File: src/acs_params.svh
// Purpose: constants for the conversion sequencer
// Assumes: sys_clk at 250 MHz (4 ns period)
// Notes: times are in ns; cycle counts derive from them
`ifndef ACS_PARAMS_SVH
`define ACS_PARAMS_SVH
`define ACS_CLK_PERIOD_NS 4
`define ACS_CHAN_COUNT 11
`define ACS_CHAN_W 4
`define ACS_DATA_W 12
`define ACS_FIFO_DEPTH 16
`define ACS_FIFO_AW 4
`define ACS_MODE_SCAN 2'h0
`define ACS_MODE_PULSE 2'h1
`define ACS_MODE_RSVD 2'h2
`define ACS_MODE_EACH 2'h3
`define ACS_MODE_RESET 2'h0
`define ACS_T_START_MIN_NS 20
`define ACS_T_VOLT_LOW_MIN_NS 1500
`define ACS_T_REF_UP_NS 45000
`define ACS_T_SENSOR_UP_NS 5000
`define ACS_T_TEMP_CONV_NS 30000
`define ACS_T_VEXT_CONV_NS 3500
`define ACS_T_VINT_FIRST_LOW_NS 50000
`define ACS_T_VINT_CONV_NS 5600
`define ACS_CYC_MIN(ns) (((ns) + `ACS_CLK_PERIOD_NS - 1) / `ACS_CLK_PERIOD_NS)
`define ACS_CYC_TYP(ns) ((ns) / `ACS_CLK_PERIOD_NS)
`endif

File: src/acs_pkg.sv
// Purpose: types for the conversion sequencer
// Assumes: one-hot state coding
// Notes: none
package acs_pkg;
  typedef enum logic [5:0] {
    ACS_IDLE = 6'h01,
    ACS_WAIT_TRIG = 6'h02,
    ACS_POWER = 6'h04,
    ACS_CONVERT = 6'h08,
    ACS_STORE = 6'h10,
    ACS_FINISH = 6'h20
  } acs_state_t;
  typedef enum logic [1:0] {
    ACS_KIND_TEMP = 2'h0,
    ACS_KIND_VEXT = 2'h1,
    ACS_KIND_VINT = 2'h2
  } acs_kind_t;
endpackage

File: src/acs_sequencer.sv
// Purpose: conversion sequencer for a multi-channel 12-bit SAR converter
// Assumes: inputs synchronous to sys_clk; the analog result arrives on conv_result
// Notes: FIFO words are {channel, result}; conversion timings are typical figures, low times minimums
// Operation
// - mode 00 scans on conversion-register write when monitor on; default
// - monitor on: busy, scan, store, then drop
// - mode 01: one start pulse scans all
// - mode 11: one conversion per start pulse
// - temperature: reference 45us, sensor 5us, 30us
// - first temperature 80us, later 30us
// - external-reference voltage: 1.5us low, 3.5us
// - first internal-reference voltage needs 50us low
// - later internal-reference voltage: 1.5us, 5.6us
// - two clock-select bits choose mode, live
// - leaving mode 00 finishes series, then idle
// - leaving mode 01 idle unless sequence running
// - leaving mode 11 idle, busy low unless converting
// - continuous convert bit repeats the scan
`timescale 1ns/1ps
`include "acs_params.svh"
module acs_sequencer (
  // clock and reset
  input wire logic sys_clk,
  input wire logic rst_b,
  input wire logic clk_en,
  // configuration bits
  input wire logic clock_select_high,
  input wire logic clock_select_low,
  input wire logic conversion_monitor_enable,
  input wire logic continuous_convert_bit,
  input wire logic use_internal_ref,
  // conversion register write
  input wire logic conv_write,
  input wire logic [`ACS_CHAN_COUNT-1:0] conv_channels,
  input wire logic [`ACS_CHAN_COUNT-1:0] temp_channels,
  input wire logic fifo_clear,
  // trigger pin, active low
  input wire logic conversion_start_pin_n,
  // analog core
  input wire logic [`ACS_DATA_W-1:0] conv_result,
  output logic adc_power,
  output logic ref_power,
  output logic sensor_power,
  output logic sample,
  output logic [`ACS_CHAN_W-1:0] active_channel,
  // status
  output logic busy,
  output logic [1:0] mode,
  // result FIFO drain side
  output logic res_valid,
  input wire logic res_ready,
  output logic [`ACS_CHAN_W+`ACS_DATA_W-1:0] res_data,
  output logic [`ACS_FIFO_AW:0] res_level
);
  localparam int W = `ACS_CHAN_W + `ACS_DATA_W;
  localparam logic [15:0] CYC_START = 16'(`ACS_CYC_MIN(`ACS_T_START_MIN_NS));
  localparam logic [15:0] CYC_VLOW = 16'(`ACS_CYC_MIN(`ACS_T_VOLT_LOW_MIN_NS));
  localparam logic [15:0] CYC_VINT1 = 16'(`ACS_CYC_MIN(`ACS_T_VINT_FIRST_LOW_NS));
  localparam logic [15:0] CYC_REF = 16'(`ACS_CYC_TYP(`ACS_T_REF_UP_NS));
  localparam logic [15:0] CYC_SENS = 16'(`ACS_CYC_TYP(`ACS_T_SENSOR_UP_NS));
  localparam logic [15:0] CYC_TCONV = 16'(`ACS_CYC_TYP(`ACS_T_TEMP_CONV_NS));
  localparam logic [15:0] CYC_VEXT = 16'(`ACS_CYC_TYP(`ACS_T_VEXT_CONV_NS));
  localparam logic [15:0] CYC_VINT = 16'(`ACS_CYC_TYP(`ACS_T_VINT_CONV_NS));

  acs_pkg::acs_state_t state;
  acs_pkg::acs_state_t next_state;
  acs_pkg::acs_kind_t kind;
  logic [1:0] run_mode;
  logic [`ACS_CHAN_COUNT-1:0] pending;
  logic [`ACS_CHAN_COUNT-1:0] selected;
  logic [15:0] low_count;
  logic ref_warm;
  logic vint_warm;
  logic stop_req;
  logic tmr_load;
  logic [15:0] tmr_count;
  logic tmr_done;
  logic tmr_running;
  logic fifo_in_ready;
  logic fifo_in_valid;
  logic [W-1:0] fifo_in_data;
  logic trig_ok;
  logic [`ACS_CHAN_W-1:0] first_chan;
  logic [`ACS_CHAN_COUNT-1:0] pick_src;

  // lowest pending channel; used for pick and for clear
  function automatic logic [`ACS_CHAN_W-1:0] acs_first(
    input logic [`ACS_CHAN_COUNT-1:0] v);
    logic [`ACS_CHAN_W-1:0] idx;
    idx = '0;
    for (int i = `ACS_CHAN_COUNT - 1; i >= 0; i--)
      if (v[i])
        idx = `ACS_CHAN_W'(i);
    return idx;
  endfunction

  assign mode = {clock_select_high, clock_select_low};
  assign pick_src = (state == acs_pkg::ACS_IDLE) ? conv_channels :
                    (state == acs_pkg::ACS_FINISH && pending == '0) ? selected : pending;
  assign first_chan = acs_first(pick_src);

  // minimum low time depends on what the next conversion will be
  always_comb
  begin
    trig_ok = 1'b0;
    if (conversion_start_pin_n)
    begin
      if (temp_channels[first_chan] || run_mode == `ACS_MODE_PULSE)
        trig_ok = (low_count >= CYC_START);
      else if (use_internal_ref && !vint_warm)
        trig_ok = (low_count >= CYC_VINT1);
      else
        trig_ok = (low_count >= CYC_VLOW);
    end
  end

  // count the low time of the start pin; trigger is taken at release
  always_ff @(posedge sys_clk or negedge rst_b)
  begin
    if (!rst_b)
      low_count <= '0;
    else if (clk_en)
    begin
      if (!conversion_start_pin_n)
      begin
        if (low_count != 16'hFFFF)
          low_count <= low_count + 16'h0001;
      end
      else
        low_count <= '0;
    end
  end

  // a mode change while running is remembered, finishing the work first
  always_ff @(posedge sys_clk or negedge rst_b)
  begin
    if (!rst_b)
      stop_req <= 1'b0;
    else if (clk_en)
    begin
      if (state == acs_pkg::ACS_IDLE)
        stop_req <= 1'b0;
      else if (mode != run_mode)
        stop_req <= 1'b1;
    end
  end

  always_comb
  begin
    next_state = state;
    unique case (state)
      acs_pkg::ACS_IDLE:
        if (conv_write && conv_channels != '0)
        begin
          if (mode == `ACS_MODE_SCAN && conversion_monitor_enable)
            next_state = acs_pkg::ACS_POWER;
          else if (mode == `ACS_MODE_PULSE || mode == `ACS_MODE_EACH)
            next_state = acs_pkg::ACS_WAIT_TRIG;
          // reserved mode: stay idle
        end
      acs_pkg::ACS_WAIT_TRIG:
        if (mode != run_mode)
          next_state = acs_pkg::ACS_IDLE;
        else if (trig_ok)
          next_state = acs_pkg::ACS_POWER;
      acs_pkg::ACS_POWER:
        if (tmr_done)
          next_state = acs_pkg::ACS_CONVERT;
      acs_pkg::ACS_CONVERT:
        if (tmr_done)
          next_state = acs_pkg::ACS_STORE;
      acs_pkg::ACS_STORE:
        if (fifo_in_ready)
          next_state = acs_pkg::ACS_FINISH;
      acs_pkg::ACS_FINISH:
        if (pending != '0 && run_mode == `ACS_MODE_EACH && !stop_req)
          next_state = acs_pkg::ACS_WAIT_TRIG;
        else if (pending != '0)
          next_state = acs_pkg::ACS_POWER;
        else if (continuous_convert_bit && !stop_req && selected != '0)
          next_state = acs_pkg::ACS_POWER;
        else
          next_state = acs_pkg::ACS_IDLE;
    endcase
    if (state == acs_pkg::ACS_FINISH && stop_req && run_mode == `ACS_MODE_EACH)
      next_state = acs_pkg::ACS_IDLE;
  end

  always_ff @(posedge sys_clk or negedge rst_b)
  begin
    if (!rst_b)
      state <= acs_pkg::ACS_IDLE;
    else if (clk_en)
      state <= next_state;
  end

  // channel bookkeeping and the mode a run was started under
  always_ff @(posedge sys_clk or negedge rst_b)
  begin
    if (!rst_b)
    begin
      pending <= '0;
      selected <= '0;
      run_mode <= `ACS_MODE_RESET;
      active_channel <= '0;
    end
    else if (clk_en)
    begin
      if (conv_write)
        selected <= conv_channels;
      if (state == acs_pkg::ACS_IDLE && next_state != acs_pkg::ACS_IDLE)
      begin
        pending <= conv_channels;
        run_mode <= mode;
      end
      else if (state == acs_pkg::ACS_FINISH && pending == '0)
        pending <= selected;
      else if (state == acs_pkg::ACS_STORE && fifo_in_ready)
        pending[first_chan] <= 1'b0;
      if (next_state == acs_pkg::ACS_POWER)
        active_channel <= first_chan;
    end
  end

  // warm-up history: reference and sensor stay up between conversions
  always_ff @(posedge sys_clk or negedge rst_b)
  begin
    if (!rst_b)
    begin
      ref_warm <= 1'b0;
      vint_warm <= 1'b0;
      kind <= acs_pkg::ACS_KIND_TEMP;
    end
    else if (clk_en)
    begin
      if (next_state == acs_pkg::ACS_POWER)
      begin
        if (temp_channels[first_chan])
          kind <= acs_pkg::ACS_KIND_TEMP;
        else if (use_internal_ref)
          kind <= acs_pkg::ACS_KIND_VINT;
        else
          kind <= acs_pkg::ACS_KIND_VEXT;
      end
      if (state == acs_pkg::ACS_CONVERT && tmr_done)
      begin
        if (kind == acs_pkg::ACS_KIND_TEMP)
          ref_warm <= 1'b1;
        if (kind == acs_pkg::ACS_KIND_VINT)
          vint_warm <= 1'b1;
      end
    end
  end

  // power-up time: cold temperature adds reference and sensor start
  always_comb
  begin
    tmr_load = 1'b0;
    tmr_count = 16'h0001;
    if (state == acs_pkg::ACS_POWER && !tmr_running && !tmr_done)
    begin
      tmr_load = 1'b1;
      if (kind == acs_pkg::ACS_KIND_TEMP && !ref_warm)
        tmr_count = CYC_REF + CYC_SENS;
    end
    else if (state == acs_pkg::ACS_CONVERT && !tmr_running && !tmr_done)
    begin
      tmr_load = 1'b1;
      unique case (kind)
        acs_pkg::ACS_KIND_TEMP: tmr_count = CYC_TCONV;
        acs_pkg::ACS_KIND_VEXT: tmr_count = CYC_VEXT;
        acs_pkg::ACS_KIND_VINT: tmr_count = vint_warm ? CYC_VINT : CYC_VEXT;
        default: tmr_count = CYC_VEXT;
      endcase
    end
  end

  acs_timer u_timer (
    .sys_clk(sys_clk),
    .rst_b(rst_b),
    .clk_en(clk_en),
    .load(tmr_load),
    .count(tmr_count),
    .abort(1'b0),
    .running(tmr_running),
    .done(tmr_done)
  );

  // result capture; the sequencer stalls in STORE while the FIFO is full
  always_ff @(posedge sys_clk or negedge rst_b)
  begin
    if (!rst_b)
      fifo_in_data <= '0;
    else if (clk_en && state == acs_pkg::ACS_CONVERT && tmr_done)
      fifo_in_data <= {active_channel, conv_result};
  end
  assign fifo_in_valid = (state == acs_pkg::ACS_STORE);

  acs_fifo #(
    .WIDTH(W),
    .DEPTH(`ACS_FIFO_DEPTH),
    .AW(`ACS_FIFO_AW)
  ) u_fifo (
    .sys_clk(sys_clk),
    .rst_b(rst_b),
    .clk_en(clk_en),
    .flush(fifo_clear),
    .in_valid(fifo_in_valid),
    .in_ready(fifo_in_ready),
    .in_data(fifo_in_data),
    .out_valid(res_valid),
    .out_ready(res_ready),
    .out_data(res_data),
    .level(res_level)
  );

  // busy falls only after the last store; low while awaiting a trigger
  always_ff @(posedge sys_clk or negedge rst_b)
  begin
    if (!rst_b)
      busy <= 1'b0;
    else if (clk_en)
      busy <= (next_state == acs_pkg::ACS_POWER || next_state == acs_pkg::ACS_CONVERT ||
               next_state == acs_pkg::ACS_STORE || next_state == acs_pkg::ACS_FINISH) &&
              (run_mode == `ACS_MODE_EACH || state != acs_pkg::ACS_IDLE ||
               conversion_monitor_enable || mode != `ACS_MODE_SCAN);
  end

  // analog power controls from flip-flops
  always_ff @(posedge sys_clk or negedge rst_b)
  begin
    if (!rst_b)
    begin
      adc_power <= 1'b0;
      ref_power <= 1'b0;
      sensor_power <= 1'b0;
      sample <= 1'b0;
    end
    else if (clk_en)
    begin
      adc_power <= (next_state != acs_pkg::ACS_IDLE && next_state != acs_pkg::ACS_WAIT_TRIG);
      sample <= (next_state == acs_pkg::ACS_POWER);
      if (next_state == acs_pkg::ACS_POWER && temp_channels[first_chan])
      begin
        ref_power <= 1'b1;
        sensor_power <= 1'b1;
      end
      else if (next_state == acs_pkg::ACS_POWER && use_internal_ref)
        ref_power <= 1'b1;
    end
  end
endmodule // acs_sequencer

File: src/acs_fifo.sv
// Purpose: result FIFO with valid/ready on both sides
// Assumes: synchronous flush
// Notes: full and empty are exact; no bypass path
`timescale 1ns/1ps
`include "acs_params.svh"
module acs_fifo #(
  parameter int WIDTH = 16,
  parameter int DEPTH = 16,
  parameter int AW = 4
) (
  // clock and reset
  input wire logic sys_clk,
  input wire logic rst_b,
  input wire logic clk_en,
  input wire logic flush,
  // fill side
  input wire logic in_valid,
  output logic in_ready,
  input wire logic [WIDTH-1:0] in_data,
  // drain side
  output logic out_valid,
  input wire logic out_ready,
  output logic [WIDTH-1:0] out_data,
  output logic [AW:0] level
);
  logic [WIDTH-1:0] mem [DEPTH];
  logic [AW-1:0] wr_ptr;
  logic [AW-1:0] rd_ptr;
  logic push;
  logic pop;
  assign in_ready = (level != (AW+1)'(DEPTH));
  assign out_valid = (level != '0);
  assign out_data = mem[rd_ptr];
  assign push = in_valid && in_ready;
  assign pop = out_valid && out_ready;
  always_ff @(posedge sys_clk)
  begin
    if (clk_en && push)
      mem[wr_ptr] <= in_data;
  end
  always_ff @(posedge sys_clk or negedge rst_b)
  begin
    if (!rst_b)
    begin
      wr_ptr <= '0;
      rd_ptr <= '0;
      level <= '0;
    end
    else if (clk_en)
    begin
      if (flush)
      begin
        wr_ptr <= '0;
        rd_ptr <= '0;
        level <= '0;
      end
      else
      begin
        if (push)
          wr_ptr <= wr_ptr + AW'(1);
        if (pop)
          rd_ptr <= rd_ptr + AW'(1);
        if (push && !pop)
          level <= level + (AW+1)'(1);
        else if (pop && !push)
          level <= level - (AW+1)'(1);
      end
    end
  end
endmodule // acs_fifo

File: src/acs_timer.sv
// Purpose: down-counter for power-up and conversion intervals
// Assumes: load takes priority over counting
// Notes: done is a one-cycle pulse on reaching zero
`timescale 1ns/1ps
module acs_timer (
  // clock and reset
  input wire logic sys_clk,
  input wire logic rst_b,
  input wire logic clk_en,
  // control
  input wire logic load,
  input wire logic [15:0] count,
  input wire logic abort,
  // status
  output logic running,
  output logic done
);
  logic [15:0] remain;
  always_ff @(posedge sys_clk or negedge rst_b)
  begin
    if (!rst_b)
    begin
      remain <= '0;
      running <= 1'b0;
      done <= 1'b0;
    end
    else if (clk_en)
    begin
      done <= 1'b0;
      if (abort)
        running <= 1'b0;
      else if (load)
      begin
        remain <= count;
        running <= 1'b1;
      end
      else if (running)
      begin
        if (remain <= 16'h0001)
        begin
          running <= 1'b0;
          done <= 1'b1;
        end
        else
          remain <= remain - 16'h0001;
      end
    end
  end
endmodule // acs_timer

File: config.mk
export PLATFORM = sky130hd
export DESIGN_NAME = acs_sequencer
export DESIGN_NICKNAME = d
export VERILOG_FILES = /design/src/acs_pkg.sv /design/src/acs_sequencer.sv /design/src/acs_fifo.sv /design/src/acs_timer.sv
export VERILOG_INCLUDE_DIRS = /design/src
export SDC_FILE = /design/constraint.sdc
export NUM_CORES = 1
export LEC_CHECK = 0
export BUFFER_PORTS_ARGS = -buffer_cell sky130_fd_sc_hd__clkbuf_2
export CAP_MARGIN = 30
export CORE_AREA = 4 4 209 211
export CTS_CLUSTER_SIZE = 20
export DETAILED_ROUTE_END_ITERATION = 16
export DIE_AREA = 0 0 213 215
export GPL_ROUTABILITY_DRIVEN = 0
export PLACE_DENSITY = 0.53
export SLEW_MARGIN = 40
export SYNTH_ARGS = -nofsm -noshare
export SYNTH_HDL_FRONTEND = slang
export SYNTH_SLANG_ARGS = --single-unit
File: constraint.sdc
create_clock -name sys_clk -period 5.2 [get_ports sys_clk]
set_input_delay 0.52 -clock sys_clk [delete_from_list [all_inputs] [get_ports sys_clk]]
set_output_delay 0.52 -clock sys_clk [all_outputs]
set_load 0.01 [all_outputs]
-- Word-level counts from Yosys, hierarchy flattened
Memories as Yosys holds them, arrays and structs flattened.
Cells that the tools add are included.
- register bits after elaboration: 107
- bits in latches: 0
- bits in writable memories: 256
- ROM bits: 0
- input port bits: 46
- output and inout bits: 33
- logic and storage cells: 202
- memories kept: 1
- $add $sub $neg: 6
- multipliers: 0
- div/mod/pow operators: 0
- order comparisons: 6
- equality and inequality tests: 22
- shift-type cells: 0
- muxes and demuxes: 69
- bitwise logic cells: 2
- reduce and logical (&&, ||, !) cells: 74
- memory list (memory ; words ; width ; read ports ; clocked after Yosys merged registers in ; wr ports ; line ; text):
    u_fifo.mem ; 16 ; 16 ; 1 ; 0 ; 1 ; acs_fifo.sv:26 ; logic [WIDTH-1:0] mem [DEPTH];
- operators by type and width (kind ; count):
    16-bit 2-to-1 mux ; 6
    11-bit 2-to-1 mux ; 6
    4-bit 2-to-1 mux ; 15
    6-bit 2-to-1 mux ; 9
    6-bit case mux with 6 select lines ; 1
    11-bit nonzero test ; 3
    1-bit logical AND ; 29
    13-bit case mux with 2 select lines ; 1
    2-bit AND reduction ; 11
    1-bit 2-to-1 mux ; 19
    16-bit by 1-bit adder with 16-bit output, second input constant ; 1
    16-bit by 14-bit >= comparator with 1-bit output, second input constant ; 1
    16-bit by 3-bit >= comparator with 1-bit output, second input constant ; 1
    16-bit by 9-bit >= comparator with 1-bit output, second input constant ; 1
    16-bit by 1-bit <= comparator with 1-bit output, second input constant ; 1
    16-bit inequality test, second input constant ; 1
    16-bit by 1-bit subtractor with 16-bit output, second input constant ; 1
    5-bit 2-to-1 mux ; 3
    14-bit 2-to-1 mux ; 1
    2-bit nonzero test ; 7
    13-bit 2-to-1 mux ; 1
    6-bit by 3-bit equality test with 1-bit output, second input constant ; 2
    6-bit by 4-bit equality test with 1-bit output, second input constant ; 2
    6-bit by 5-bit equality test with 1-bit output, second input constant ; 2
    28 further kinds ; 54

-- Depth between registers and ports, before layout
Gate-level depths: netlist of the first run.
- word-level depth: 29
- gate-level depth with buffers: 14

-- Cells and area by module
From an unflattened synthesis of the first run, not the netlist that was laid out.
- cell total of the unflattened synthesis: 1250
- area, all modules: 16812.4 µm²
- modules (own cells, without submodules) (module ; times used ; cells an instance ; area an instance (µm²) ; seq. area each (µm²)):
    acs_fifo ; 1 ; 580 ; 10867.9 ; 8012.7
    acs_sequencer ; 1 ; 532 ; 4813.4 ; 1903.1
    acs_timer ; 1 ; 138 ; 1131.1 ; 450.4

-- Least setup slack after synthesis of the first run
No wires, ideal clock.
- path type: register -> register
- from: register state[5]
- to: register active_channel[0]
- setup time: 125 ps
- data arrival time: 3596 ps
- setup slack: 1479 ps
- stages on the path, launching flop included: 14
- path through: dfrtp_1 -> buf_6 -> or4_4 -> or4_4 -> a21oi_2 -> o221ai_2 -> o211a_1 -> o31ai_1 -> o21a_2 -> a41oi_1 -> a221o_1 -> a211o_1 -> buf_6 -> mux2_4
- longest elaborated chain between the ends: 26
- elaborated cells on any way between the ends: 39
- RTL lines (what ; line ; text):
    from (decl) ; acs_sequencer.sv:65 ; acs_pkg::acs_state_t state;
    from (signal assigned) ; acs_sequencer.sv:192 ; state <= acs_pkg::ACS_IDLE;
    from (signal assigned) ; acs_sequencer.sv:194 ; state <= next_state;
    6-bit equality test ; acs_sequencer.sv:99, acs_sequencer.sv:151, acs_sequencer.sv:185 ;
    1-bit logical AND ; acs_sequencer.sv:99 ; (state == acs_pkg::ACS_FINISH && pending == '0) ? selected : pending;
    11-bit 2-to-1 mux ; acs_sequencer.sv:99 ;
    11-bit 2-to-1 mux ; acs_sequencer.sv:98 ; assign pick_src = (state == acs_pkg::ACS_IDLE) ? conv_channels :
    4-bit 2-to-1 mux (11 in a row) ; acs_sequencer.sv:92 ; if (v[i])
    1-bit binary-select mux with 4-bit select ; acs_sequencer.sv:108 ; if (temp_channels[first_chan] || run_mode == `ACS_MODE_PULSE)
    1-bit 2-to-1 mux (implied by the code) ; acs_sequencer.sv:108 ;
    1-bit logical OR (no source line) ; - ;
    1-bit 2-to-1 mux ; acs_sequencer.sv:108 ;
    1-bit 2-to-1 mux ; acs_sequencer.sv:106 ; if (conversion_start_pin_n)
    6-bit 2-to-1 mux ; acs_sequencer.sv:164 ; else if (trig_ok)
    6-bit 2-to-1 mux ; acs_sequencer.sv:162 ; if (mode != run_mode)
    6-bit case mux with 6 select lines ; acs_sequencer.sv:151 ; unique case (state)
    6-bit 2-to-1 mux ; acs_sequencer.sv:185 ; if (state == acs_pkg::ACS_FINISH && stop_req && run_mode == `ACS_MODE_EACH)
    6-bit by 3-bit equality test with 1-bit output ; acs_sequencer.sv:220 ; if (next_state == acs_pkg::ACS_POWER)
    2-bit AND reduction (no source line) ; - ;
    to (signal assigned) ; acs_sequencer.sv:221 ; active_channel <= first_chan;
    to (decl) ; acs_sequencer.sv:45 ; output logic [`ACS_CHAN_W-1:0] active_channel,
Several ways; a longest one is shown, not always the timed one. The select of a mux whose other input is x is not followed.
A chain may end at the register's enable or synchronous reset.

-- Worst setup path after layout of the first run
- from: register pending[1]
- to: register active_channel[2]
- longest elaborated chain between the ends: 26
- elaborated cells on any way between the ends: 31
- RTL lines (what ; line ; text):
    from (decl) ; acs_sequencer.sv:69 ; logic [`ACS_CHAN_COUNT-1:0] pending;
    from (signal assigned) ; acs_sequencer.sv:213 ; pending <= conv_channels;
    from (signal assigned) ; acs_sequencer.sv:217 ; pending <= selected;
    11-bit logical NOT ; acs_sequencer.sv:99 ;
    1-bit logical AND ; acs_sequencer.sv:99 ;
    11-bit 2-to-1 mux ; acs_sequencer.sv:99 ;
    11-bit 2-to-1 mux ; acs_sequencer.sv:98 ;
    4-bit 2-to-1 mux (11 in a row) ; acs_sequencer.sv:92 ;
    1-bit binary-select mux with 4-bit select ; acs_sequencer.sv:108 ;
    1-bit 2-to-1 mux (implied by the code) ; acs_sequencer.sv:108 ;
    1-bit logical OR (no source line) ; - ;
    1-bit 2-to-1 mux ; acs_sequencer.sv:108 ;
    1-bit 2-to-1 mux ; acs_sequencer.sv:106 ;
    6-bit 2-to-1 mux ; acs_sequencer.sv:164 ;
    6-bit 2-to-1 mux ; acs_sequencer.sv:162 ;
    6-bit case mux with 6 select lines ; acs_sequencer.sv:151 ;
    6-bit 2-to-1 mux ; acs_sequencer.sv:185 ;
    6-bit by 3-bit equality test with 1-bit output ; acs_sequencer.sv:220 ;
    2-bit AND reduction (no source line) ; - ;
Several ways; a longest one is shown, not always the timed one. The select of a mux whose other input is x is not followed.

==> results of run 1 <==
cell usage after synthesis (all sizes together), types with 9 or more instances:
cell,number
a21oi,66
a221oi,17
a22oi,23
a31oi,16
and2,23
buf,21
clkbuf,44
dfrtp,106
edfxtp,256
ha,13
inv,32
mux2,45
mux2i,56
mux4,32
nand2,92
nand3,25
nand4,12
nor2,81
nor3,35
nor4,19
o211ai,10
o21ai,87
o31ai,9
or3,9
or4,9
xor2,11
logic make-up (layout without fill, tap and decap cells):
logic type / Yosys count / count (layout) / share of synthesized area
AO/OA/AOI/OAI: 309 / 309 / 0.122
XOR/XNOR: 18 / 18 / 0.00948
adder cells (fa/ha/maj): 14 / 14 / 0.0110
buffers and inverters: 97 / 221 / 0.0239
flip-flops: 363 / 363 / 0.624
multiplexers: 133 / 133 / 0.109
AND/OR/NAND/NOR: 339 / 339 / 0.101
power by group through the flow:
stage	clock network [mW]	registers [mW]	logic [mW]
floorplan	0	3.47	1.55
finish	2.78	3.59	2.10
global placement	0	3.68	2.03
CTS	2.85	3.63	2.04
global route	2.98	3.62	2.33
detailed placement	0	3.68	2.03
metrics by stage:
| stage | instances | hold WS (ns) | area [µm²] |
|---|---|---|---|
| floorplan | 1273 | 0.224 | 16600 |
| global placement | 1859 | 0.330 | 17700 |
| detailed placement | 1859 | 0.336 | 17700 |
| CTS | 1935 | 0.184 | 19000 |
| global route | 1936 | 0.196 | 19100 |
| finish | 1936 | 0.204 | 19100 |
flip-flops by register name, indices dropped and copies added, names as in the netlist, 5 cells and up:
name            cells
low_count          16
u_fifo.mem        256
fifo_in_data       16
state               6
selected           11
u_fifo.level        5
pending            11
u_timer.remain     16
routing by layer:
metal | routed length (µm) | track usage | up-vias
li1 | - | - | 5126
met1 | 19800 | 0.275 | 5563
met2 | 20300 | 0.300 | 353
met3 | 2400 | 0.0281 | 79
met4 | 1210 | 0.0522 | 0
met5 | 0 | 0 | -
worst max-delay path by stage:
stage	startpoint	to	slack (ns)	depth (start not counted)
floorplan	state[5]$_DFFE_PN0P_	active_channel[0]$_DFFE_PN0P_	1.48	13
global placement	pending[1]$_DFFE_PN0P_	active_channel[2]$_DFFE_PN0P_	0.80	11
detailed placement	pending[1]$_DFFE_PN0P_	active_channel[2]$_DFFE_PN0P_	0.75	11
CTS	pending[1]$_DFFE_PN0P_	active_channel[2]$_DFFE_PN0P_	0.75	11
global route	pending[1]$_DFFE_PN0P_	active_channel[1]$_DFFE_PN0P_	0.45	11
finish	pending[1]$_DFFE_PN0P_	active_channel[2]$_DFFE_PN0P_	0.66	11
area by class of cell:
cell class	count	area, µm²	area share
inverters	32	120	0.00630
repair buffers	114	694	0.0364
clock inverters	18	165	0.00866
flip-flops and latches	363	10400	0.544
multi-input cells	813	5910	0.310
well taps	539	674	0.0354
clock buffers	57	1130	0.0591
==> impl_metrics.env, run 1 <==
export IMPL_outcome="finished clean"
export IMPL_post_cts_buffers=0
export IMPL_fin_util=0.456
export IMPL_num_fill_cells=3774
export IMPL_ys_seq_area_frac=0.624
export IMPL_fin_ws_ns=0.665
export IMPL_syn_nets=1333
export IMPL_tritoncts="done"
export IMPL_synth_edff_count=256
export IMPL_grt_pass1_wl_um=67300
export IMPL_ff2ff_path_depth=11
export IMPL_post_route_period_util=0.872
export IMPL_ir_drop_mv=0.246
export IMPL_place_ws_ns=0.752
export IMPL_drc_errors=0
export IMPL_critical_path_max_fanout=17
export IMPL_clock_root_buffer="clkbuf_16"
export IMPL_p_sw_mw=2.72
export IMPL_antenna_found_initial=0
export IMPL_p_leak_nw=7.57
export IMPL_core_area_um2=41800
export IMPL_hold_end="fifo_in_data[7]$_DFFE_PN0P_"
export IMPL_final_setup_viol_count=0
export IMPL_switching_share=0.322
export IMPL_start_util=0.398
export IMPL_crit_family="compound AO/OA/AOI/OAI gates"
export IMPL_tns_ns=0
export IMPL_grt_overflow=0
export IMPL_die_x_um=213
export IMPL_totalWireLength_um=43700
export IMPL_cp_common_cell="and3_1"
export IMPL_fmax_ghz=0.221
export IMPL_io_pins=79
export IMPL_postSynth_asyncResetShare=0.295
export IMPL_crit_chain="nor4_1, and3_1, nand3_1, a32oi_1, o211ai_2, and3_1, o211ai_1, a41oi_1, a221o_1, a211o_1, mux2_4"
export IMPL_synth_cell_types=81
export IMPL_cpPeakStageDelay_ns=0.71
export IMPL_port_buffers=78
export IMPL_p_seq_frac=0.424
export IMPL_cts_buffers=41
export IMPL_synth_top_area_cell="edfxtp_1"
export IMPL_power_mw=8.46
export IMPL_vias=11100
export IMPL_fp_row_count=75
export IMPL_grt_pass1_vias=11000
export IMPL_synth_avg_cell_area_um2=13.1
export IMPL_cts_hold_buffers=1
export IMPL_syn2layout_area_growth_pct=14.7
export IMPL_ant_nets=0
export IMPL_worst_skew_pair_late_latency_ns=0.55
export IMPL_dieArea_um2=45800
export IMPL_synthesis_area_um2=16600
export IMPL_holdPathStages=2
export IMPL_max_cap_violations=0
export IMPL_critPathBufInv=0
export IMPL_critPathCaptureType="flop"
export IMPL_drv_slew=0
export IMPL_die_y_um=215
export IMPL_dpl_hpwl_um=27500
export IMPL_grt_start_max_net_pins=69
export IMPL_rsz0062_at_grt="no"
export IMPL_insertedDiodeCount=0
export IMPL_dr_pass1_iters=5
export IMPL_netlist_area_leader_share=0.462
export IMPL_worstSetupStartpointType="flop"
export IMPL_min_period_ns=4.54
export IMPL_grt_total_usage=0.190
export IMPL_worstHoldStart="conv_result[7]"
export IMPL_layout_drive_gt1_share=0.200
export IMPL_max_slew_margin=0.438
export IMPL_r2r_setup_slack_ns=0.66
export IMPL_crit_arrival_ns=4.96
export IMPL_layout_commonest_cell="edfxtp_1"
export IMPL_fin_worst_skew_ns=0.0225
export IMPL_clkSinkCount=363
export IMPL_clk_path_buf_depth=3
export IMPL_route_detailed_wl_per_inst_um=22.6
export IMPL_vias_per_cell=5.74
export IMPL_synthTopCellsByArea="edfxtp_1 (46%), dfrtp_1 (16%), mux4_2 (4.3%)"
export IMPL_path_class="flop to flop"
export IMPL_htreeDepth=2
export IMPL_crit_slowest_cell="and3_1"
export IMPL_drt_iter0_drc=911
export IMPL_p_int_mw=5.74
export IMPL_hold_viol=0
export IMPL_tightest_slew_ns=0.843
export IMPL_hold_path_class="input port to flop"
export IMPL_pwr_share_comb=0.248
export IMPL_synth_cells=1273
export IMPL_clk_pin_slew_ns=0.06
export IMPL_final_cell_mix="edfxtp_1 (256), dfrtp_1 (103), nand2_1 (91), o21ai_0 (84), nor2_1 (79)"
export IMPL_critPathRequiredTime_ns=5.62
export IMPL_synth_seq_cells=363
export IMPL_reg2reg_from="pending[1]$_DFFE_PN0P_"
export IMPL_power_frac_clock=0.328
export IMPL_ys_warn_count=0
export IMPL_final_nets=1425
export IMPL_r2r_end="active_channel[2]$_DFFE_PN0P_"
export IMPL_synth_flop_cell="edfxtp_1"
export IMPL_power_density_nw_per_um2=444
export IMPL_ctsResizeCount=0
Power figures use the tool's default switching activity.
==> run 2, diff against run 1 <==
--- a/config.mk
+++ b/config.mk
@@ -13,6 +13,7 @@
 export DETAILED_ROUTE_END_ITERATION = 16
 export DIE_AREA = 0 0 213 215
 export GPL_ROUTABILITY_DRIVEN = 0
+export MAX_ROUTING_LAYER = met4
 export PLACE_DENSITY = 0.53
 export SLEW_MARGIN = 40
 export SYNTH_ARGS = -nofsm -noshare
==> run 2 against run 1 <==
  * Non-clock buffer count did not move
  * Worst setup slack improved by 0.030 ns
  * Die area did not move
  * Clock power barely moved
  * Sequential power barely moved
==> impl_metrics.env, run 2 (synthesis gave the netlist of run 1 again) <==
export IMPL_vias=11200
export IMPL_crit_family="compound AO/OA/AOI/OAI gates"
export IMPL_dr_pass1_iters=6
export IMPL_power_density_nw_per_um2=445
export IMPL_gr_usage_met1=0.277
export IMPL_p_leak_nw=7.57
export IMPL_clk_path_buf_depth=3
export IMPL_path_depth=11
export IMPL_min_period_ns=4.51
export IMPL_outcome="finished clean"
export IMPL_core_area_um2=41800
export IMPL_cts_buffers=41
export IMPL_antenna_found_initial=0
export IMPL_final_setup_viol_count=0
export IMPL_fp_row_count=75
export IMPL_max_slew_margin=0.422
export IMPL_dieArea_um2=45800
export IMPL_totalWireLength_um=43700
export IMPL_worstSetupStartpointType="flop"
export IMPL_start_util=0.398
export IMPL_ir_drop_mv=0.251
export IMPL_ctsResizeCount=0
export IMPL_tns_ns=0
export IMPL_critPathCaptureType="flop"
export IMPL_critPathRequiredTime_ns=5.62
export IMPL_drt_iter0_drc=930
export IMPL_fmax_ghz=0.222
export IMPL_fin_worst_skew_ns=0.0241
export IMPL_die_y_um=215
export IMPL_grt_busiest_layer="met2"
export IMPL_fin_util=0.456
export IMPL_critPathBufInv=0
export IMPL_tritoncts="done"
export IMPL_grt_total_usage=0.195
export IMPL_grt_overflow=0
export IMPL_max_cap_violations=0
export IMPL_clkSinkCount=363
export IMPL_crit_chain="nor4_1, and3_1, nand3_1, a32oi_1, o211ai_2, and3_1, o211ai_1, a41oi_1, a221o_1, a211o_1, mux2_4"
export IMPL_ant_nets=0
export IMPL_die_x_um=213
export IMPL_post_route_period_util=0.866
export IMPL_rsz0062_at_grt="no"
export IMPL_grt_start_max_net_pins=69
export IMPL_port_buffers=78
export IMPL_final_nets=1425
export IMPL_holdPathStages=2
export IMPL_clk_pin_slew_ns=0.06
export IMPL_hold_path_class="input port to flop"
export IMPL_dpl_hpwl_um=27500
export IMPL_drc_errors=0
export IMPL_final_cell_mix="edfxtp_1 (256), dfrtp_1 (103), nand2_1 (91), o21ai_0 (84), nor2_1 (79)"
export IMPL_largest_register="u_fifo.mem"
export IMPL_crit_arrival_ns=4.93
export IMPL_layout_drive_gt1_share=0.200
export IMPL_hold_viol=0
export IMPL_use_met2=0.300
export IMPL_grt_pass1_vias=11000
export IMPL_path_class="flop to flop"
export IMPL_largest_reg_flops=256
export IMPL_route_detailed_wl_per_inst_um=22.6
export IMPL_critical_path_max_fanout=17
export IMPL_htreeDepth=2
export IMPL_io_pins=79
export IMPL_syn2layout_area_growth_pct=14.7
export IMPL_vias_per_cell=5.76
export IMPL_drv_slew=0
export IMPL_gr_usage_met3=0.0264
export IMPL_worst_skew_pair_late_latency_ns=0.55
export IMPL_ff2ff_path_depth=11
export IMPL_insertedDiodeCount=0
export IMPL_grt_pass1_wl_um=67300
export IMPL_tightest_slew_ns=0.867
export IMPL_crit_slowest_cell="and3_1"
export IMPL_layout_commonest_cell="edfxtp_1"
export IMPL_cp_common_cell="and3_1"
export IMPL_cpPeakStageDelay_ns=0.70
export IMPL_clock_root_buffer="clkbuf_16"
run 2: cell counts in the layout (fill, tap and decap cells not counted):
No cell type changed its count.
run 2: worst reg2reg max path: cells and delay by family, from the launching register on:
kind | cells | cell delay (ns)
AOI/OAI and AO/OA | 6 | 1.96
and+or+nand+nor | 4 | 1.62
DFF | 1 | 0.43
muxes | 1 | 0.36
run 2: path summary, 6_finish.rpt:
| kind | start | end | slack [ns] |
|---|---|---|---|
| max | pending[1]$_DFFE_PN0P_ | active_channel[2]$_DFFE_PN0P_ | 0.69 |
| min | conv_result[7] | fifo_in_data[7]$_DFFE_PN0P_ | 0.20 |
| max reg2reg | pending[1]$_DFFE_PN0P_ | active_channel[2]$_DFFE_PN0P_ | 0.69 |
| min reg2reg | ref_warm$_DFFE_PN0P_ | ref_warm$_DFFE_PN0P_ | 0.47 |
| max in group asynchronous | rst_b | u_fifo.rd_ptr[0]$_DFFE_PN0P_ | 3.97 |
| min in group asynchronous | rst_b | low_count[5]$_DFFE_PN0P_ | 0.33 |
run 2: area by class of cell:
type / instances / area [µm²]
Multi-Input combinational cell: 813 / 5910
Clock inverter: 18 / 165
Inverter: 32 / 120
Clock buffer: 57 / 1130
Tap cell: 539 / 674
Sequential cell: 363 / 10400
Fill cell: 3774 / 22700
Timing Repair Buffer: 114 / 694
run 2: metal layers:
layer,wire (µm),vias to the layer above
met4,1180,0
met1,20000,5578
met3,2260,86
met2,20200,371
li1,-,5121
met5,0,-
run 2: metrics by stage:
step	instance area [µm²]	power, mW	cells	hold slack, ns	setup WS (ns)
after floorplan	16600	5.02	1273	0.224	1.48
after global placement	17700	5.71	1859	0.330	0.804
after detailed placement	17700	5.71	1859	0.336	0.752
after CTS	19000	8.51	1935	0.184	0.752
after global routing	19100	8.93	1936	0.196	0.448
final	19100	8.47	1936	0.205	0.695
run 2: power breakdown:
group          internal [mW]  switching, mW  total (mW)
combinational          0.864           1.23        2.09
clock                   1.62           1.16        2.78
sequential              3.25          0.344        3.60
run 2: repair_timing:
item | in CTS | in global routing
buffers inserted | 0 | 0
endpoints found under the setup margin | 0 | 0
hold buffers | 1 | 0
hold endpoints to repair | 4 | 0
==> run 3, diff against run 2 <==
--- a/config.mk
+++ b/config.mk
@@ -14,7 +14,7 @@
 export DIE_AREA = 0 0 213 215
 export GPL_ROUTABILITY_DRIVEN = 0
 export MAX_ROUTING_LAYER = met4
-export PLACE_DENSITY = 0.53
+export PLACE_DENSITY_LB_ADDON = 0.08
 export SLEW_MARGIN = 40
 export SYNTH_ARGS = -nofsm -noshare
 export SYNTH_HDL_FRONTEND = slang
==> run 3 against run 2 <==
  * Sequential share of layout area hardly changed
  * Die area is the same
  * Sequential cell count unchanged
  * Core utilization is essentially flat
  * Count of clock-buffer cells in the layout fell by 7
  * Final cell count rose by 0.10%
  * Worst setup slack improved by 0.14 ns
  * Global-route usage grew 0.50 points
  * Register-to-register slack better by 0.14 ns
  * Maximum frequency increased by 3.1%
  * Highest routed layer unchanged
==> impl_metrics.env, run 3 (synthesis gave the netlist of run 1 again) <==
export IMPL_final_cells=1938
export IMPL_power_density_nw_per_um2=446
export IMPL_p_leak_nw=7.57
export IMPL_hold_path_class="input port to flop"
export IMPL_syn2layout_area_growth_pct=14.7
export IMPL_reg2reg_from="pending[1]$_DFFE_PN0P_"
export IMPL_final_cell_mix="edfxtp_1 (256), dfrtp_1 (103), nand2_1 (91), o21ai_0 (84), nor2_1 (79)"
export IMPL_ff2ff_path_depth=12
export IMPL_ant_nets=0
export IMPL_tightest_slew_ns=0.832
export IMPL_clock_root_buffer="clkbuf_16"
export IMPL_r2r_end="kind[1]$_DFFE_PN0P_"
export IMPL_htreeDepth=2
export IMPL_critPathRequiredTime_ns=5.64
export IMPL_final_setup_viol_count=0
export IMPL_path_class="flop to flop"
export IMPL_antenna_found_initial=1
export IMPL_outcome="finished clean"
export IMPL_max_slew_margin=0.440
export IMPL_drc_errors=0
export IMPL_critPathCaptureType="flop"
export IMPL_place_inst=1860
export IMPL_vias=11000
export IMPL_crit_start="pending[1]$_DFFE_PN0P_"
export IMPL_min_period_ns=4.37
export IMPL_clkSinkCount=363
export IMPL_largest_register="u_fifo.mem"
export IMPL_fin_util=0.456
export IMPL_ir_drop_mv=0.285
export IMPL_drt_iter0_drc=696
export IMPL_hold_viol=0
export IMPL_place_ws_ns=0.887
export IMPL_grt_pass1_vias=11100
export IMPL_power_mw=8.50
export IMPL_fp_row_count=75
export IMPL_dieArea_um2=45800
export IMPL_cts_buffers=41
export IMPL_dr_pass1_iters=5
export IMPL_tritoncts="done"
export IMPL_largest_reg_flops=256
export IMPL_fin_worst_skew_ns=0.0243
export IMPL_r2r_setup_slack_ns=0.83
export IMPL_fin_ws_ns=0.832
export IMPL_rsz0062_at_grt="no"
export IMPL_worstHoldStart="conv_result[7]"
export IMPL_clk_pin_slew_ns=0.06
export IMPL_ctsResizeCount=0
export IMPL_grt_pass1_wl_um=68100
export IMPL_holdPathStages=2
export IMPL_critical_path_max_fanout=13
export IMPL_hold_end="fifo_in_data[7]$_DFFE_PN0P_"
export IMPL_worstSetupStartpointType="flop"
export IMPL_layout_drive_gt1_share=0.200
export IMPL_die_x_um=213
export IMPL_grt_overflow=0
export IMPL_crit_arrival_ns=4.81
export IMPL_grt_start_max_net_pins=65
export IMPL_fmax_ghz=0.229
export IMPL_max_cap_violations=0
export IMPL_die_y_um=215
export IMPL_dpl_hpwl_um=28900
export IMPL_worst_skew_pair_late_latency_ns=0.57
export IMPL_core_area_um2=41800
export IMPL_io_pins=79
export IMPL_post_route_period_util=0.840
export IMPL_grt_total_usage=0.200
export IMPL_tns_ns=0
export IMPL_clk_path_buf_depth=3
export IMPL_start_util=0.398
export IMPL_route_detailed_wl_per_inst_um=22.9
export IMPL_port_buffers=78
export IMPL_drv_slew=0
export IMPL_totalWireLength_um=44300
export IMPL_layout_commonest_cell="edfxtp_1"
export IMPL_vias_per_cell=5.67
export IMPL_final_nets=1425
## run 3: changes by cell type in the layout (fill, tap and decap cells not counted)
cell / before / now
clkbuf_8: 2 / 0
clkinvlp_4: 1 / 2
bufinv_16: 2 / 3
clkinv_1: 6 / 11
diode_2: 0 / 1
nor4_1: 13 / 15
nor4_2: 6 / 4
clkinv_4: 0 / 1
and2_2: 3 / 5
and2_1: 19 / 17
buf_12: 2 / 1
buf_4: 33 / 34
clkbuf_1: 13 / 8
## run 3: through the flow
| step | hold slack [ns] | area [µm²] |
|---|---|---|
| 2_1_floorplan | 0.224 | 16600 |
| 3_3_place_gp | 0.452 | 17700 |
| 3_5_place_dp | 0.462 | 17700 |
| 4_1_cts | 0.143 | 19000 |
| 5_1_grt | 0.169 | 19100 |
| 6_report | 0.176 | 19100 |
## run 3: how the worst max path moves through the flow
| stage | endpoint | slack (ns) | cells after the start |
|---|---|---|---|
| global route | kind[0]$_DFFE_PN0P_ | 0.52 | 12 |
| CTS | kind[0]$_DFFE_PN0P_ | 0.87 | 12 |
| finish | kind[1]$_DFFE_PN0P_ | 0.83 | 12 |
| floorplan | active_channel[0]$_DFFE_PN0P_ | 1.48 | 13 |
| global placement | active_channel[3]$_DFFE_PN0P_ | 0.95 | 11 |
| detailed placement | active_channel[0]$_DFFE_PN0P_ | 0.89 | 11 |
## run 3: area by class of cell
| type | count | area, µm² |
|---|---|---|
| Tap cell | 539 | 674 |
| Antenna cell | 1 | 2.50 |
| Clock buffer | 50 | 1080 |
| Timing Repair Buffer | 114 | 682 |
| Multi-Input combinational cell | 813 | 5900 |
| Fill cell | 3814 | 22700 |
| Clock inverter | 26 | 230 |
| Inverter | 32 | 120 |
| Sequential cell | 363 | 10400 |
## run 3: worst max-delay path, stage by stage (launching register included)
cell      delay, ns
dfrtp_1        0.43
nor4_1         0.48
and3_1         0.33
buf_4          0.24
nand3_1        0.12
a32oi_1        0.40
o211ai_2       0.23
and3_1         0.21
o211ai_1       0.35
a41oi_1        0.24
a221o_1        0.33
a211o_1        0.50
mux2_4         0.36
## run 3: power by group
group / leakage [nW] / internal [mW] / switching, mW
sequential: 4.35 / 3.25 / 0.355
clock: 0.636 / 1.64 / 1.18
combinational: 2.59 / 0.854 / 1.21
## run 3: repair_timing
item | in CTS | in global routing
hold endpoints to repair | 42 | 0
hold buffers | 1 | 0
setup buffers | 0 | 0
## run 3: layer usage
layer,up-vias,share of wire,GRT usage
met2,280,0.47,0.311
met3,75,0.044,0.0370
met5,-,0,-
li1,5130,-,-
met1,5505,0.45,0.273
met4,0,0.028,0.0569
